**config.mk**
```make
export PLATFORM = sky130hd
export DESIGN_NAME = fmmp_core
export DESIGN_NICKNAME = d
export VERILOG_FILES = /design/src/hw/fmmp_pkg.sv /design/src/hw/fmmp_core.sv
export VERILOG_INCLUDE_DIRS = /design/src /design/src/hw
export SDC_FILE = /design/constraint.sdc
export NUM_CORES = 1
export LEC_CHECK = 0
export BUFFER_PORTS_ARGS = -buffer_cell sky130_fd_sc_hd__buf_2
export CORE_ASPECT_RATIO = 0.5
export CORE_MARGIN = 2
export CORE_UTILIZATION = 40
export CTS_BUF_LIST = sky130_fd_sc_hd__clkbuf_4 sky130_fd_sc_hd__clkbuf_8
export CTS_CLUSTER_DIAMETER = 100
export DETAILED_ROUTE_END_ITERATION = 8
export GPL_TIMING_DRIVEN = 0
export SYNTH_ARGS = -nofsm -noshare
export SYNTH_HDL_FRONTEND = slang
export SYNTH_SLANG_ARGS = --single-unit
```
**constraint.sdc**
```tcl
create_clock -name clk -period 4.7 [get_ports clk]
set_input_delay 0.47 -clock clk [delete_from_list [all_inputs] [get_ports clk]]
set_output_delay 0.47 -clock clk [all_outputs]
set_load 0.01 [all_outputs]
```
**src/hw/fmmp_regs.svh**
```systemverilog
// constants for the fan motor mode and protection block
`ifndef FMMP_REGS_SVH
`define FMMP_REGS_SVH

// ********************************
// time base
// ********************************
`define FMMP_CLK_HZ          25000000
`define FMMP_IDLE_MS         565
`define FMMP_LOCK_MS         500
`define FMMP_LOCK_HOLD_MS    5000
`define FMMP_BIAS_OFF_MS     556
`define FMMP_REL_CYC_MS      500
`define FMMP_REL_CYCLES      5
`define FMMP_MS_CYC(ms)      ((`FMMP_CLK_HZ / 1000) * (ms))

// ********************************
// phase advance in degrees
// ********************************
`define FMMP_ADV_LOW_DEG     8'h00
`define FMMP_ADV_MID_DEG     8'h0A
`define FMMP_ADV_HIGH_DEG    8'h19

`endif

```
**src/hw/fmmp_pkg.sv**
```systemverilog
// types for the fan motor mode and protection block
`default_nettype none
package fmmp_pkg;

    typedef enum logic [1:0] {
        FMMP_LVL_LOW,
        FMMP_LVL_MID,
        FMMP_LVL_HIGH
    } fmmp_level_e;

    typedef enum logic [1:0] {
        FMMP_OUT_DRIVE,
        FMMP_OUT_BRAKE,
        FMMP_OUT_OFF
    } fmmp_out_e;

    typedef enum logic [1:0] {
        FMMP_ST_ACTIVE,
        FMMP_ST_IDLE,
        FMMP_ST_SLEEP
    } fmmp_state_e;

    typedef struct packed {
        logic uv;
        logic ov;
        logic oc;
        logic ot;
    } fmmp_fault_s;

    typedef struct packed {
        fmmp_out_e  mode;
        logic       reverse;
        logic [7:0] advance_deg;
        logic [1:0] phase_order;
    } fmmp_drive_s;

endpackage
`default_nettype wire

```
**src/hw/fmmp_core.sv**
```systemverilog
// mode sequencing, lock timing and protection priority for the fan driver
// What this block does
// - speed command high: active, bias on
// - standby slow hall: cut sensor bias
// - speed pulse per 1, 2, 3 hall cycles
// - phase advance 0, 10 or 25 degrees
// - advance follows selected rotation direction
// - idle after 565 ms quiet, low command
// - sleep rise: outputs off, regulator off
// - 0.5 s no hall: brake, alarm low
// - lock released automatically after 5 s
// - lock released on hall, wake, power
// - undervoltage turns outputs off
// - overvoltage forces short brake
// - overcurrent forces short brake
// - overtemperature turns outputs off
// - direction low forward, high reverse
// - forward U V W, reverse U W V
`timescale 1ns/1ps
`default_nettype none
`include "fmmp_regs.svh"

module fmmp_core
    import fmmp_pkg::*;
#(
    parameter int unsigned IDLE_CYC     = `FMMP_MS_CYC(`FMMP_IDLE_MS),
    parameter int unsigned LOCK_CYC     = `FMMP_MS_CYC(`FMMP_LOCK_MS),
    parameter int unsigned HOLD_CYC     = `FMMP_MS_CYC(`FMMP_LOCK_HOLD_MS),
    parameter int unsigned BIAS_OFF_CYC = `FMMP_MS_CYC(`FMMP_BIAS_OFF_MS),
    parameter int unsigned REL_CYC      = `FMMP_MS_CYC(`FMMP_REL_CYC_MS),
    parameter int unsigned CW           = 28
) (
    // clock and reset
    input  wire logic        clk,
    input  wire logic        rst_n,
    // comparator flags from the analog front end
    input  wire logic        hall_cmp,
    input  wire logic        speed_cmd_on,
    input  wire fmmp_fault_s fault,
    // mode and option pins
    input  wire logic        sleep_req,
    input  wire logic        direction_select,
    input  wire fmmp_level_e pulse_divide_select,
    input  wire fmmp_level_e phase_advance_select,
    // results
    output fmmp_drive_s      drive,
    output logic             sensor_bias_supply,
    output logic             internal_regulator,
    output logic             speed_pulse_out,
    output logic             lock_alarm_n,
    output fmmp_state_e      state
);

    // ********************************
    // hall edge detection and timers
    // ********************************
    logic          hall_q;
    logic          hall_rise;
    logic [CW-1:0] quiet_cnt;
    logic [CW-1:0] next_quiet_cnt;
    logic [CW-1:0] period_cnt;
    logic [CW-1:0] next_period_cnt;
    logic [CW-1:0] hold_cnt;
    logic [CW-1:0] next_hold_cnt;
    logic [2:0]    fast_cnt;
    logic [2:0]    next_fast_cnt;
    logic          locked;
    logic          next_locked;
    logic          sleep_q;
    logic          next_sleep_q;
    logic          wake;

    assign hall_rise = hall_cmp & ~hall_q;
    // wake is the falling edge of the sleep pin
    assign wake      = sleep_q & ~sleep_req;

    always_comb begin
        next_quiet_cnt  = quiet_cnt;
        next_period_cnt = period_cnt;
        next_hold_cnt   = hold_cnt;
        next_fast_cnt   = fast_cnt;
        next_locked     = locked;
        next_sleep_q    = sleep_req;
        // quiet time since the last rising hall edge, saturating
        if (hall_rise) begin
            next_quiet_cnt = '0;
        end else if (quiet_cnt != {CW{1'b1}}) begin
            next_quiet_cnt = quiet_cnt + 1'b1;
        end
        // count hall cycles at 2 Hz or faster
        if (hall_rise) begin
            next_period_cnt = '0;
            if (period_cnt <= CW'(REL_CYC) && fast_cnt != 3'(`FMMP_REL_CYCLES)) begin
                next_fast_cnt = fast_cnt + 3'd1;
            end else if (period_cnt > CW'(REL_CYC)) begin
                // a slow edge restarts the run of fast cycles
                next_fast_cnt = 3'd1;
            end
        end else if (period_cnt != {CW{1'b1}}) begin
            next_period_cnt = period_cnt + 1'b1;
        end
        if (locked) begin
            next_hold_cnt = hold_cnt + 1'b1;
            if (hold_cnt >= CW'(HOLD_CYC - 1)) begin
                next_locked    = 1'b0;
                next_quiet_cnt = '0;
            end
            if (fast_cnt == 3'(`FMMP_REL_CYCLES) || wake || fault.uv) begin
                next_locked    = 1'b0;
                next_quiet_cnt = '0;
            end
        end else if (state == FMMP_ST_ACTIVE && speed_cmd_on
                     && quiet_cnt >= CW'(LOCK_CYC)) begin
            // lock only arms while the motor is commanded to turn
            // lock on missing hall
            next_locked   = 1'b1;
            next_hold_cnt = '0;
            next_fast_cnt = '0;
        end
        // sleep and undervoltage clear the lock outright
        if (state == FMMP_ST_SLEEP || fault.uv) begin
            next_locked = 1'b0;
        end
        // restart quiet time on wake or idle exit
        // else a stale count re-arms the lock at once
        if (state != FMMP_ST_ACTIVE || fault.uv) begin
            next_quiet_cnt = '0;
        end
    end

    always_ff @(posedge clk) begin
        if (!rst_n) begin
            // follow the pin so release sees no false hall edge
            hall_q     <= hall_cmp;
            quiet_cnt  <= '0;
            // saturated so the first edge never counts as fast
            period_cnt <= '1;
            hold_cnt   <= '0;
            fast_cnt   <= '0;
            locked     <= 1'b0;
            sleep_q    <= 1'b0;
        end else begin
            hall_q     <= hall_cmp;
            quiet_cnt  <= next_quiet_cnt;
            period_cnt <= next_period_cnt;
            hold_cnt   <= next_hold_cnt;
            fast_cnt   <= next_fast_cnt;
            locked     <= next_locked;
            sleep_q    <= next_sleep_q;
        end
    end

    // ********************************
    // mode sequencing
    // ********************************
    fmmp_state_e next_state;
    logic        next_bias;

    always_comb begin
        next_state = state;
        next_bias  = sensor_bias_supply;
        case (state)
            FMMP_ST_ACTIVE: begin
                if (speed_cmd_on) begin
                    next_bias = 1'b1;
                end else if (quiet_cnt >= CW'(BIAS_OFF_CYC)) begin
                    next_bias = 1'b0;
                end
                if (!speed_cmd_on && quiet_cnt > CW'(IDLE_CYC)) begin
                    next_state = FMMP_ST_IDLE;
                end
            end
            FMMP_ST_IDLE: begin
                if (speed_cmd_on || fault.uv) begin
                    next_state = FMMP_ST_ACTIVE;
                    next_bias  = 1'b1;
                end
            end
            FMMP_ST_SLEEP: begin
                next_bias = 1'b0;
                if (wake || fault.uv) begin
                    next_state = FMMP_ST_ACTIVE;
                    next_bias  = 1'b1;
                end
            end
            default: begin
                next_state = FMMP_ST_ACTIVE;
            end
        endcase
        // only a fresh rise of the pin enters sleep
        // sleep rising edge wins at once
        if (sleep_req && !sleep_q) begin
            next_state = FMMP_ST_SLEEP;
            next_bias  = 1'b0;
        end
    end

    always_ff @(posedge clk) begin
        if (!rst_n) begin
            state              <= FMMP_ST_ACTIVE;
            sensor_bias_supply <= 1'b1;
        end else begin
            state              <= next_state;
            sensor_bias_supply <= next_bias;
        end
    end

    // ********************************
    // speed pulse divider
    // ********************************
    logic [2:0] div_cnt;
    logic [2:0] next_div_cnt;
    logic [2:0] div_len;
    logic       next_pulse;

    always_comb begin
        case (pulse_divide_select)
            FMMP_LVL_LOW:  div_len = 3'd3;
            FMMP_LVL_MID:  div_len = 3'd2;
            default:       div_len = 3'd1;
        endcase
        next_div_cnt = div_cnt;
        next_pulse   = speed_pulse_out;
        // both hall edges count: N edges a half pulse is N hall cycles a pulse
        if (hall_rise || (hall_cmp != hall_q)) begin
            if (div_cnt + 3'd1 >= div_len) begin
                next_div_cnt = 3'd0;
                next_pulse   = ~speed_pulse_out;
            end else begin
                next_div_cnt = div_cnt + 3'd1;
            end
        end
    end

    always_ff @(posedge clk) begin
        if (!rst_n) begin
            div_cnt         <= 3'd0;
            speed_pulse_out <= 1'b0;
        end else begin
            div_cnt         <= next_div_cnt;
            speed_pulse_out <= next_pulse;
        end
    end

    // ********************************
    // drive command and priority
    // ********************************
    fmmp_drive_s next_drive;
    logic        next_reg;
    logic        next_alarm_n;

    always_comb begin
        next_drive       = '0;
        // regulator drops only in sleep; idle keeps it up
        next_reg         = (next_state != FMMP_ST_SLEEP);
        // alarm follows the lock flag in the same cycle
        next_alarm_n     = ~next_locked;
        next_drive.reverse = direction_select;
        // commutation order code, 0 = U V W, 1 = U W V
        next_drive.phase_order = direction_select ? 2'd1 : 2'd0;
        case (phase_advance_select)
            FMMP_LVL_LOW:  next_drive.advance_deg = `FMMP_ADV_LOW_DEG;
            FMMP_LVL_MID:  next_drive.advance_deg = `FMMP_ADV_MID_DEG;
            default:       next_drive.advance_deg = `FMMP_ADV_HIGH_DEG;
        endcase
        // advance shares the direction bit, applied downstream
        if (next_state == FMMP_ST_SLEEP || fault.uv || fault.ot) begin
            next_drive.mode = FMMP_OUT_OFF;
        end else if (fault.ov || fault.oc || next_locked || next_state == FMMP_ST_IDLE) begin
            next_drive.mode = FMMP_OUT_BRAKE;
        end else begin
            next_drive.mode = FMMP_OUT_DRIVE;
        end
    end

    always_ff @(posedge clk) begin
        if (!rst_n) begin
            drive              <= '0;
            internal_regulator <= 1'b1;
            lock_alarm_n       <= 1'b1;
        end else begin
            drive              <= next_drive;
            internal_regulator <= next_reg;
            lock_alarm_n       <= next_alarm_n;
        end
    end

endmodule

`default_nettype wire

```
After elaboration in Yosys (flattened, before gate mapping)
Cells that the tools add are included.

storage, ports and cells
  register bits = 112
  input port bits = 14
  word-level logic and storage cells = 117

operators by class
  $add $sub $neg = 5
  magnitude comparators = 7
  eq/ne operators = 14
  mux-type cells = 36
  bitwise logic cells = 7
  reductions and logical operators = 30

operator list
  operator                 number
  $mux W28                 9
  $add A28 B1 Y28 const B  3
  $ge A28 B24 Y1 const B   2
  $gt A28 B24 Y1 const B   2
  $ne A28 B28 Y1 const B   2
  $ge A28 B27 Y1 const B   1
  $le A28 B24 Y1 const B   1
  $mux W3                  6
  $logic_or A1 B1 Y1       12
  $mux W1                  12
  $mux W2                  5
  $pmux W5 S2              1
  $eq A2 B1 Y1 const B     4
  $add A3 B1 Y3 const B    2
  $logic_not A2 Y1         3
  $ne A3 B3 Y1 const B     2
  $pmux W2 S3              1
  $reduce_bool A2 Y1       3
  $logic_and A1 B1 Y1      5
  $not A1 Y1               5
  $eq A2 B2 Y1 const B     2
  $ne A4 B2 Y1 const B     1
  $pmux W2 S2              1
  $reduce_bool A4 Y1       1
  10 further kinds         13

Depth between registers and ports, before layout
Gate-level depths: netlist of run 1.

  word-level depth = 11
  mapped depth = 9
  gate-level depth less buffers = 8

Worst setup path before layout of run 1
No wires, ideal clock.

  path kind = reg-to-reg
  start point = reg hold_cnt[0]
  end point = reg hold_cnt[26]
  library setup time = 0.071 ns
  data arrival time = 2.279 ns
  required time = 4.629 ns
  slack = 2.350 ns
  stages on the path, launching flop included = 9
  path buffers = 1
  clock period less this slack = 2.350 ns
  cells stage by stage = dfxtp_1 -> ha_1 -> nand4_4 -> or3_1 -> buf_2 -> or3_4 -> or4_1 -> or2_0 -> a21oi_1

on the way
  cells in the longest elaborated chain, start to end = 2

ends and longest elaborated chain
  what                      RTL line          source
  start: declaration        fmmp_core.sv:63   logic [CW-1:0] hold_cnt;
  start signal: assignment  fmmp_core.sv:146  hold_cnt <= next_hold_cnt;
  $add A28 B1 Y28           fmmp_core.sv:103  next_hold_cnt = hold_cnt + 1'b1;
  $mux W28                  fmmp_core.sv:102  if (locked) begin

No other way between the ends.
A chain may end at the register's enable or synchronous reset.

Worst setup path in the final report of run 1
  start point = reg period_cnt[3]
  end point = reg period_cnt[1]

on the way
  cells in the longest elaborated chain, start to end = 2

ends and longest elaborated chain
  what                                 RTL line          source
  start: declaration                   fmmp_core.sv:61   logic [CW-1:0] period_cnt;
  start signal: assignment             fmmp_core.sv:145  period_cnt <= next_period_cnt;
  $ne A28 B28 Y1                       fmmp_core.sv:99   end else if (period_cnt != {CW{1'b1}}) begin
  $reduce_bool A2 Y1 (no source line)  n/a

No other way between the ends.

==> flow_metrics.py, run 1 <==
metrics = {
    "worst_hold_path": {
        "hp-class": "in -> reg",
        "hold_depth": 1,
        "hp-start": "hall_cmp",
        "whs_endpoint": "hall_q$_DFF_P_",
    },
    "drt": {
        "wl_per_cell_um": 13.9,
        "drtIter0Drc": 329,
        "wl_um": 12800,
        "drcViolationCount": 0,
        "firstDrtPassIters": 4,
        "ant_nets": 0,
        "vias": 4950,
        "vias_per_cell": 5.36,
    },
    "global_routing": {
        "grt_antenna_before_repair": 0,
        "grt_pass1_vias": 4426,
        "grt_pass1_wl_um": 21700,
        "grt_max_degree": 20,
        "grt-ovfl-total": 0,
        "grt_use_total_pct": 18.0,
    },
    "sta": {
        "setup_ws_ns": 1.81,
        "drv_slew": 0,
        "max_slew.worst_pin.slew_ns": 0.744,
        "grt_setup_unrepaired": "no",
        "slew_headroom_pct": 49.7,
        "period_share_pct": 61.4,
        "fin_skew_ns": 0.0218,
        "clock.fmax_ghz": 0.346,
        "setup_viol": 0,
        "period_needed_ns": 2.89,
        "setup_tns_ns": 0,
        "hold_viol": 0,
    },
    "critical_path": {
        "cp.arrival_ns": 3.13,
        "path_cells": "and4_1 > nand4_1 > nor2_1 > clkbuf_1 > clkbuf_1 > nand2_1 > mux2i_1 > o21ai_0",
        "crit_type": "reg -> reg",
        "crit_fanout": 10,
        "cp.required_ns": 4.94,
        "r2r_slack_ns": 1.81,
        "start_kind": "flip-flop",
        "r2r_end": "period_cnt[1]$_SDFFE_PN1P_",
        "worst_r2r_path_depth": 8,
        "cp_slowest_cell": "dfxtp_1",
        "cpLargestDelayFamily": "simple AND/OR/NAND/NOR gates",
        "regToRegStartpoint": "period_cnt[3]$_SDFFE_PN1P_",
        "crit_buf_inv": 2,
        "critPathMaxStageDelay_ns": 0.46,
        "cp-end-kind": "flip-flop",
        "crit_top_cell": "clkbuf_1",
    },
    "floorplanning": {
        "start_util_pct": 41.1,
        "die_h_um": 87.7,
        "fp.dieW_um": 171,
        "core_area_sq_um": 13600,
        "std_cell_rows": 30,
        "ios": 33,
        "die-area_sq_um": 15000,
    },
    "clocking": {
        "cts_sinks": 105,
        "cts_tree": "built",
        "cts_resized": 0,
        "cts_buffer_depth": 2,
        "clkSlewWorstSetupHoldPaths_ns": 0.12,
        "cts_buffers": 9,
        "cts_hold_buffers": 0,
        "clk_latency_ns": 0.39,
        "root_buffer": "clkbuf_8",
        "cts_post_setup_buffers_inserted": 0,
        "htreeDepth": 3,
    },
    "run_status": {
        "status": "finished clean",
    },
    "synth": {
        "ys_seq_area_share_pct": 37.5,
        "ys_warn_count": 0,
        "ys_ff_latch": 105,
        "yosysTopAreaCellShare_pct": 37.5,
        "synth.distinct_cells": 55,
        "synth_top_area_cell": "dfxtp_1",
        "syn_inst": 684,
        "async_flop_share_pct": 0,
        "synth_edf_count": 0,
        "synth_ff_type": "dfxtp_1",
        "synthTopCellsByArea": "dfxtp_1, xnor2_1, nor2_1, a21oi_1, nand3_1",
        "synth_area_per_cell_sq_um": 8.19,
        "syn_area_sq_um": 5610,
    },
    "cells_and_area": {
        "multi_input_area_sq_um": 3250,
        "syn_to_final_growth_pct": 10.7,
        "drive_above_1_share_pct": 9.71,
        "final-seq-area_sq_um": 2100,
        "diodes": 0,
        "nNetsFinal": 755,
        "fill_cells": 1348,
    },
    "power_and_ir_drop": {
        "power_density_nw_per_um2": 287,
        "leakage_nw": 2.21,
        "vdd_ir_drop_max_mv": 0.129,
        "finalPower_mw": 1.78,
    },
    "placement": {
        "place_congestion": 0.839,
        "detailedPlace.worstSlack_ns": 1.89,
        "io_buffer_count": 27,
        "hpwl_um": 9230,
    },
    "run": {
        "max_cap_viol_count": 0,
    },
}
-- cell usage after synthesis (2+ instances only) --
cell / instances
dfxtp_1: 105
nor2_1: 63
nand2_1: 45
a21oi_1: 42
nand3_1: 42
o21ai_0: 36
xnor2_1: 36
clkbuf_1: 28
nand4_1: 28
inv_1: 21
nor3_1: 20
and3_1: 19
ha_1: 15
xor2_1: 13
or3_1: 12
and2_1: 11
o21a_1: 11
or2_2: 10
and4_1: 9
buf_4: 8
nand2b_1: 8
nor4_1: 8
mux2i_1: 7
nor3b_1: 7
o211ai_1: 7
a2111oi_0: 6
a211oi_1: 6
nor4b_1: 6
or4_1: 6
buf_2: 5
nor2b_1: 5
a31oi_1: 4
a41oi_1: 4
nand3b_1: 3
nand4b_1: 3
o31ai_1: 3
a211o_1: 2
o21bai_1: 2
o31a_1: 2
-- through the flow --
step | instance area [sq um] | std cells | hold WS (ns) | utilization [%]
after global placement | 6000 | 907 | 0.481 | 44.0
after CTS | 6200 | 923 | 0.164 | 45.5
after detailed placement | 6000 | 907 | 0.488 | 44.0
after floorplan | 5620 | 688 | 0.465 | -
after global routing | 6200 | 923 | 0.163 | 45.5
final | 6200 | 923 | 0.184 | 45.5
-- how the worst max path moves through the flow --
| stage | cells past startpoint | startpoint | slack (ns) | endpoint |
|---|---|---|---|---|
| after global routing | 8 | period_cnt[3]$_SDFFE_PN1P_ | 1.63 | period_cnt[0]$_SDFFE_PN1P_ |
| final | 8 | period_cnt[3]$_SDFFE_PN1P_ | 1.81 | period_cnt[1]$_SDFFE_PN1P_ |
| after floorplan | 8 | hold_cnt[0]$_SDFFE_PN0P_ | 2.35 | hold_cnt[26]$_SDFFE_PN0P_ |
| after CTS | 8 | period_cnt[3]$_SDFFE_PN1P_ | 1.87 | period_cnt[1]$_SDFFE_PN1P_ |
| after global placement | 8 | period_cnt[3]$_SDFFE_PN1P_ | 1.97 | period_cnt[1]$_SDFFE_PN1P_ |
| after detailed placement | 8 | period_cnt[3]$_SDFFE_PN1P_ | 1.89 | period_cnt[1]$_SDFFE_PN1P_ |
-- cell families (layout without fill, tap and decap cells) --
kind of cell | count (synthesis) | in the layout | share of synthesized area (%)
AND/OR/NAND/NOR | 309 | 309 | 29.9
AO/OA/AOI/OAI | 135 | 135 | 15.4
flip-flops | 105 | 105 | 37.5
buffers and inverters | 63 | 106 | 4.87
XOR/XNOR | 49 | 49 | 7.66
adder cells (fa/ha/maj) | 15 | 15 | 3.35
multiplexers | 7 | 7 | 1.25
other | 1 | 5 | 0.0669
-- registers in the layout (all words and copies together), names as in the netlist --
name	cells
div_cnt	3
drive	6
fast_cnt	3
hall_q	1
hold_cnt	28
internal_regulator	1
lock_alarm_n	1
locked	1
period_cnt	28
quiet_cnt	28
sensor_bias_supply	1
sleep_q	1
speed_pulse_out	1
state	2
-- routing by layer --
layer  track usage, %  vias to the layer above  part of all wire [%]
met5                0                        -                     0
li1                 -                     2545                     -
met2             27.2                       71                    42
met4             5.24                        0                  0.93
met3             3.93                        9                   3.8
met1             25.9                     2325                    53
-- cells in the final DEF (no fill, tap or decap), types with 9 or more instances in the layout --
master    instances
nand4_1          28
nand3_1          42
or3_1            12
ha_1             15
xor2_1           13
a21oi_1          42
inv_1            21
o21ai_0          36
xnor2_1          36
or2_2            10
clkbuf_1         28
nor2_1           63
buf_2            32
clkbuf_8          9
nor3_1           20
and3_1           19
o21a_1           11
and4_1            9
dfxtp_1         105
and2_1           11
nand2_1          45
-- cell type report --
class | instances | share of cell area (%)
multi-input cells | 520 | 52.3
flip-flops and latches | 105 | 33.9
well taps | 192 | 3.87
plain buffers | 42 | 3.13
repair buffers | 27 | 2.18
clock buffers | 9 | 2.00
clock inverters | 7 | 1.35
inverters | 21 | 1.27
-- power by group --
part	total [mW]	internal [mW]	switching, mW
clock network	0.599	0.256	0.343
registers	0.965	0.927	0.0382
logic	0.214	0.0924	0.122
total	1.78	1.27	0.503
Note: power is estimated with default switching activity, not from simulation.
==> run 2, diff against run 1 <==
==> constraint.sdc (replaced) <==
create_clock -name clk -period 2.5 [get_ports clk]
set_input_delay 0.25 -clock clk [delete_from_list [all_inputs] [get_ports clk]]
set_output_delay 0.25 -clock clk [all_outputs]
set_load 0.01 [all_outputs]
==> flow_metrics.py, run 2 (synthesis results as in run 1) <==
metrics = {
    "placement": {
        "detailedPlace.worstSlack_ns": -0.313,
        "io_buffer_count": 27,
        "hpwl_um": 9230,
        "dp.cells": 907,
        "place_area_sq_um": 6000,
        "place_congestion": 0.839,
    },
    "drt": {
        "firstDrtPassIters": 4,
        "vias": 4986,
        "wl_um": 13000,
        "wl_per_cell_um": 14.0,
        "drcViolationCount": 0,
        "vias_per_cell": 5.36,
        "ant_nets": 0,
        "drtIter0Drc": 315,
    },
    "sta": {
        "period_needed_ns": 2.41,
        "slew_headroom_pct": 50.5,
        "setup_ws_ns": 0.0891,
        "fin_skew_ns": 0.0221,
        "clock.fmax_ghz": 0.415,
        "grt_setup_unrepaired": "yes",
        "hold_viol": 0,
        "period_share_pct": 96.4,
        "drv_slew": 0,
        "setup_viol": 0,
        "hold_slack_ns": 0.0261,
        "max_slew.worst_pin.slew_ns": 0.735,
    },
    "cells_and_area": {
        "layout_commonest_cell": "dfxtp_1",
        "syn_to_final_growth_pct": 14.0,
        "diodes": 0,
        "layoutNonFillerInstCount": 930,
        "top_regs": "hold_cnt: 28 flops, period_cnt: 28 flops, quiet_cnt: 28 flops",
        "fill_cells": 1350,
        "fin_area_sq_um": 6390,
        "drive_above_1_share_pct": 13.7,
        "final_cell_mix": "dfxtp_1, nor2_1, nand2_1",
        "nNetsFinal": 762,
    },
    "critical_path": {
        "path_cells": "ha_4 > nand4_4 > or3_4 > buf_4 > or3_4 > or4_4 > or2_0 > a21oi_1",
        "cp-end-kind": "flip-flop",
        "cpLargestDelayFamily": "simple AND/OR/NAND/NOR gates",
        "cp_slowest_cell": "or4_4",
        "crit_buf_inv": 1,
        "critPathMaxStageDelay_ns": 0.43,
        "cp.arrival_ns": 2.75,
        "start_kind": "flip-flop",
        "crit_fanout": 7,
        "cp.required_ns": 2.84,
        "crit_type": "reg -> reg",
        "crit_top_cell": "or3_4",
    },
    "worst_hold_path": {
        "hp-class": "in -> reg",
    },
    "floorplanning": {
        "std_cell_rows": 30,
        "start_util_pct": 41.1,
        "ios": 33,
        "core_area_sq_um": 13600,
        "fp.dieW_um": 171,
        "die_h_um": 87.7,
        "die-area_sq_um": 15000,
    },
    "global_routing": {
        "grt_pass1_vias": 4457,
        "grt_max_degree": 20,
        "grt_use_total_pct": 18.1,
        "grt_pass1_wl_um": 21800,
        "met2_usage_pct": 27.1,
        "grt-ovfl-total": 0,
        "grtUsageMet1_pct": 26.0,
        "use_met3_pct": 3.98,
        "grt_busiest_layer": "met2",
        "grt_antenna_before_repair": 0,
    },
    "clocking": {
        "cts_sinks": 105,
        "cts_tree": "built",
        "clk_latency_ns": 0.40,
        "root_buffer": "clkbuf_8",
        "cts_buffers": 9,
        "cts_buffer_depth": 2,
        "htreeDepth": 3,
        "clkSlewWorstSetupHoldPaths_ns": 0.12,
    },
    "run_status": {
        "status": "finished clean",
    },
    "power_and_ir_drop": {
        "finalPower_mw": 3.37,
        "power_density_nw_per_um2": 527,
        "leakage_nw": 2.30,
        "vdd_ir_drop_max_mv": 0.244,
    },
    "run": {
        "max_cap_viol_count": 0,
    },
}
-- run 2: changes by cell type in the layout (fill, tap and decap cells not counted), sizes merged --
cell,before,now
clkbuf,37,39
buf,41,45
dlygate4sd3,0,1
-- run 2: cell type report --
cell class	count	area, sq um	area share [%]
Tap cell	192	240	3.76
Inverter	21	78.8	1.23
Clock inverter	7	83.8	1.31
Multi-Input combinational cell	520	3350	52.4
Clock buffer	9	124	1.94
Timing Repair Buffer	35	198	3.09
Buffer	41	210	3.29
Sequential cell	105	2110	33.0
-- run 2: through the flow --
stage | setup TNS [ns] | util [%]
3_3_place_gp | -4.96 | 44.0
2_1_floorplan | 0 | -
6_report | 0 | 46.9
5_1_grt | -0.0412 | 46.9
3_5_place_dp | -6.21 | 44.0
4_1_cts | 0 | 46.0
-- run 2: worst register-to-register path: cells and delay by family, from the launching register on --
family                     cells  cell delay (ns)
buffers and inverters          1             0.16
AOI/OAI and AO/OA              1             0.14
adders and majority gates      1             0.15
and+or+nand+nor                5             1.52
DFF                            1             0.39
-- run 2: power breakdown --
group	switching, mW	leakage [nW]	internal, mW	total [mW]
sequential	0.0723	0.860	1.74	1.81
clock	0.653	0.102	0.481	1.13
combinational	0.237	1.33	0.187	0.425
-- run 2: metal layers --
metal / part of all wire (%) / wire (um)
met3: 4.2 / 545
met2: 42 / 5470
met1: 53 / 6820
met4: 1.1 / 145
met5: 0 / 0
-- run 2: path summary, 6_finish.rpt --
path / from / end / slack, ns / depth (start not counted)
setup / recovery: hold_cnt[0]$_SDFFE_PN0P_ / hold_cnt[26]$_SDFFE_PN0P_ / 0.09 / 8
hold / removal: phase_advance_select[1] / drive[3]$_SDFF_PN0_ / 0.03 / 2
setup reg to reg: hold_cnt[0]$_SDFFE_PN0P_ / hold_cnt[26]$_SDFFE_PN0P_ / 0.09 / 8
hold reg to reg: div_cnt[2]$_SDFFE_PN0N_ / div_cnt[2]$_SDFFE_PN0N_ / 0.51 / 1
-- run 2: repair_timing --
item	in CTS	in global routing
pin swaps	0	5
hold buffers	1	0
endpoints found under the hold margin	1	0
resized for setup	10	25
setup endpoints to repair	50	56
gates cloned	0	0
buffers inserted	3	4
==> run 3, diff against run 2 <==
--- a/config.mk
+++ b/config.mk
@@ -9,11 +9,12 @@
 export BUFFER_PORTS_ARGS = -buffer_cell sky130_fd_sc_hd__buf_2
 export CORE_ASPECT_RATIO = 0.5
 export CORE_MARGIN = 2
-export CORE_UTILIZATION = 40
+export CORE_UTILIZATION = 57
 export CTS_BUF_LIST = sky130_fd_sc_hd__clkbuf_4 sky130_fd_sc_hd__clkbuf_8
 export CTS_CLUSTER_DIAMETER = 100
 export DETAILED_ROUTE_END_ITERATION = 8
 export GPL_TIMING_DRIVEN = 0
+export PLACE_DENSITY = 0.78
 export SYNTH_ARGS = -nofsm -noshare
 export SYNTH_HDL_FRONTEND = slang
 export SYNTH_SLANG_ARGS = --single-unit
==> constraint.sdc (replaced) <==
create_clock -name clk -period 2 [get_ports clk]
set_input_delay 0.2 -clock clk [delete_from_list [all_inputs] [get_ports clk]]
set_output_delay 0.2 -clock clk [all_outputs]
set_load 0.01 [all_outputs]
==> flow_metrics.py, run 3 (synthesis results as in run 1) <==
metrics = {
    "power_and_ir_drop": {
        "internal_power_mw": 3.19,
        "p_seq_share_pct": 51.2,
        "leakage_nw": 2.71,
        "power_density_nw_per_um2": 597,
        "vdd_ir_drop_max_mv": 0.397,
        "p_comb_share_pct": 15.6,
        "switching_share_pct": 28.1,
        "clkPwrFrac_pct": 33.3,
        "net-switching-power_mw": 1.25,
    },
    "critical_path": {
        "regToRegStartpoint": "quiet_cnt[25]$_SDFF_PP0_",
        "crit_fanout": 3,
        "cp.arrival_ns": 2.65,
        "crit_start": "quiet_cnt[25]$_SDFF_PP0_",
        "start_kind": "flip-flop",
        "cp.required_ns": 2.29,
        "cp-end-kind": "flip-flop",
        "crit_type": "reg -> reg",
    },
    "clocking": {
        "root_buffer": "clkbuf_8",
        "cts_buffers": 9,
        "cts_sinks": 105,
        "cts_tree": "built",
        "clk_latency_ns": 0.38,
        "htreeDepth": 3,
        "clkSlewWorstSetupHoldPaths_ns": 0.10,
        "cts_buffer_depth": 2,
    },
    "cells_and_area": {
        "top_regs": "hold_cnt: 28 flops, period_cnt: 28 flops, quiet_cnt: 28 flops",
        "fill_cells": 640,
        "layout_commonest_cell": "dfxtp_1",
        "fin_util_pct": 78.3,
        "layoutNonFillerInstCount": 916,
        "syn_to_final_growth_pct": 32.8,
        "final_cell_mix": "dfxtp_1, nor2_1, buf_4",
        "diodes": 0,
        "drive_above_1_share_pct": 33.9,
        "nNetsFinal": 806,
    },
    "drt": {
        "ant_nets": 0,
        "wl_um": 14900,
        "vias": 5504,
        "met3_length_um": 780,
        "wl_met2_um": 7500,
        "drcViolationCount": 0,
        "highest_layer": "met4",
        "firstDrtPassIters": 4,
        "drtIter0Drc": 368,
        "wl_met1_um": 6310,
        "wl_per_cell_um": 16.3,
        "vias_per_cell": 6.01,
    },
    "floorplanning": {
        "std_cell_rows": 25,
        "die_h_um": 74.1,
        "core_area_sq_um": 9510,
        "fp.dieW_um": 144,
        "die-area_sq_um": 10700,
        "start_util_pct": 58.9,
        "ios": 33,
    },
    "global_routing": {
        "grt_max_degree": 18,
        "grt_pass1_vias": 4908,
        "grt-ovfl-total": 0,
        "grt_antenna_before_repair": 0,
        "grt_use_total_pct": 26.6,
        "grt_pass1_wl_um": 22800,
    },
    "placement": {
        "hpwl_um": 8700,
        "place_congestion": 0.875,
        "detailedPlace.worstSlack_ns": -0.509,
        "io_buffer_count": 27,
        "dp.cells": 850,
    },
    "sta": {
        "drv_slew": 0,
        "setup_ws_ns": -0.364,
        "period_share_pct": 118,
        "max_slew.worst_pin.slew_ns": 0.737,
        "period_needed_ns": 2.36,
        "setup_viol": 30,
        "slew_headroom_pct": 50.9,
        "clock.fmax_ghz": 0.423,
        "grt_setup_unrepaired": "yes",
        "fin_skew_ns": 0.0114,
        "hold_viol": 0,
        "hold_slack_ns": 0.0216,
    },
    "run": {
        "max_cap_viol_count": 0,
    },
    "worst_hold_path": {
        "hp-class": "in -> reg",
        "hp-start": "direction_select",
    },
    "run_status": {
        "violations": "negative setup slack",
        "status": "finished with violations",
    },
}
## run 3: final timing paths
check | slack, ns | depth (start not counted) | endpoint
worst max-delay path | -0.36 | 6 | drive[12]$_SDFF_PN0_
worst min-delay path | 0.02 | 2 | drive[10]$_SDFF_PN0_
worst max register to register | -0.36 | 6 | drive[12]$_SDFF_PN0_
worst min register to register | 0.51 | 2 | hold_cnt[4]$_SDFFE_PN0P_
## run 3: timing repair
action	in CTS	in global routing
setup buffers	31	28
gates resized for setup	76	121
cloned	1	2
hold buffers	2	0
endpoints found under the hold margin	2	0
setup endpoints to repair	91	88
pin swaps	24	55
## run 3: cell type report
cell class	instances	area (sq um)	share of cell area [%]
clock buffers	9	124	1.66
flip-flops and latches	105	2150	28.9
well taps	135	169	2.27
clock inverters	6	92.6	1.24
multi-input cells	520	3890	52.3
repair buffers	88	687	9.23
inverters	21	78.8	1.06
plain buffers	32	251	3.38
## run 3: per-layer routing
layer	global-route usage, %	vias to the layer above
met4	9.82	0
li1	-	2646
met1	32.5	2651
met5	0	-
met2	47.7	170
met3	5.41	37
## run 3: metrics by stage
stage | TNS [ns] | instance area [sq um] | total power, mW
3_3_place_gp | -24.83 | 6020 | 2.81
5_1_grt | -6.35 | 7450 | 4.61
6_report | -3.21 | 7450 | 4.44
2_1_floorplan | -1.02 | 5720 | 2.68
4_1_cts | -2.13 | 6810 | 4.33
3_5_place_dp | -27.61 | 6020 | 2.82
## run 3: critical path: stages (launching register included)
cell	delay, ns
dfxtp_4	0.36
or4_4	0.52
or4b_4	0.57
o21a_4	0.24
o311ai_4	0.28
o31ai_1	0.14
and2_1	0.16
## run 3: power by group through the flow
stage               Sequential [mW]  Combinational [mW]  Clock (mW)
global placement               2.31               0.497           0
detailed placement             2.31               0.509           0
global route                   2.28               0.759        1.57
floorplan                      2.30               0.382           0
finish                         2.27               0.691        1.48
CTS                            2.26               0.574        1.49
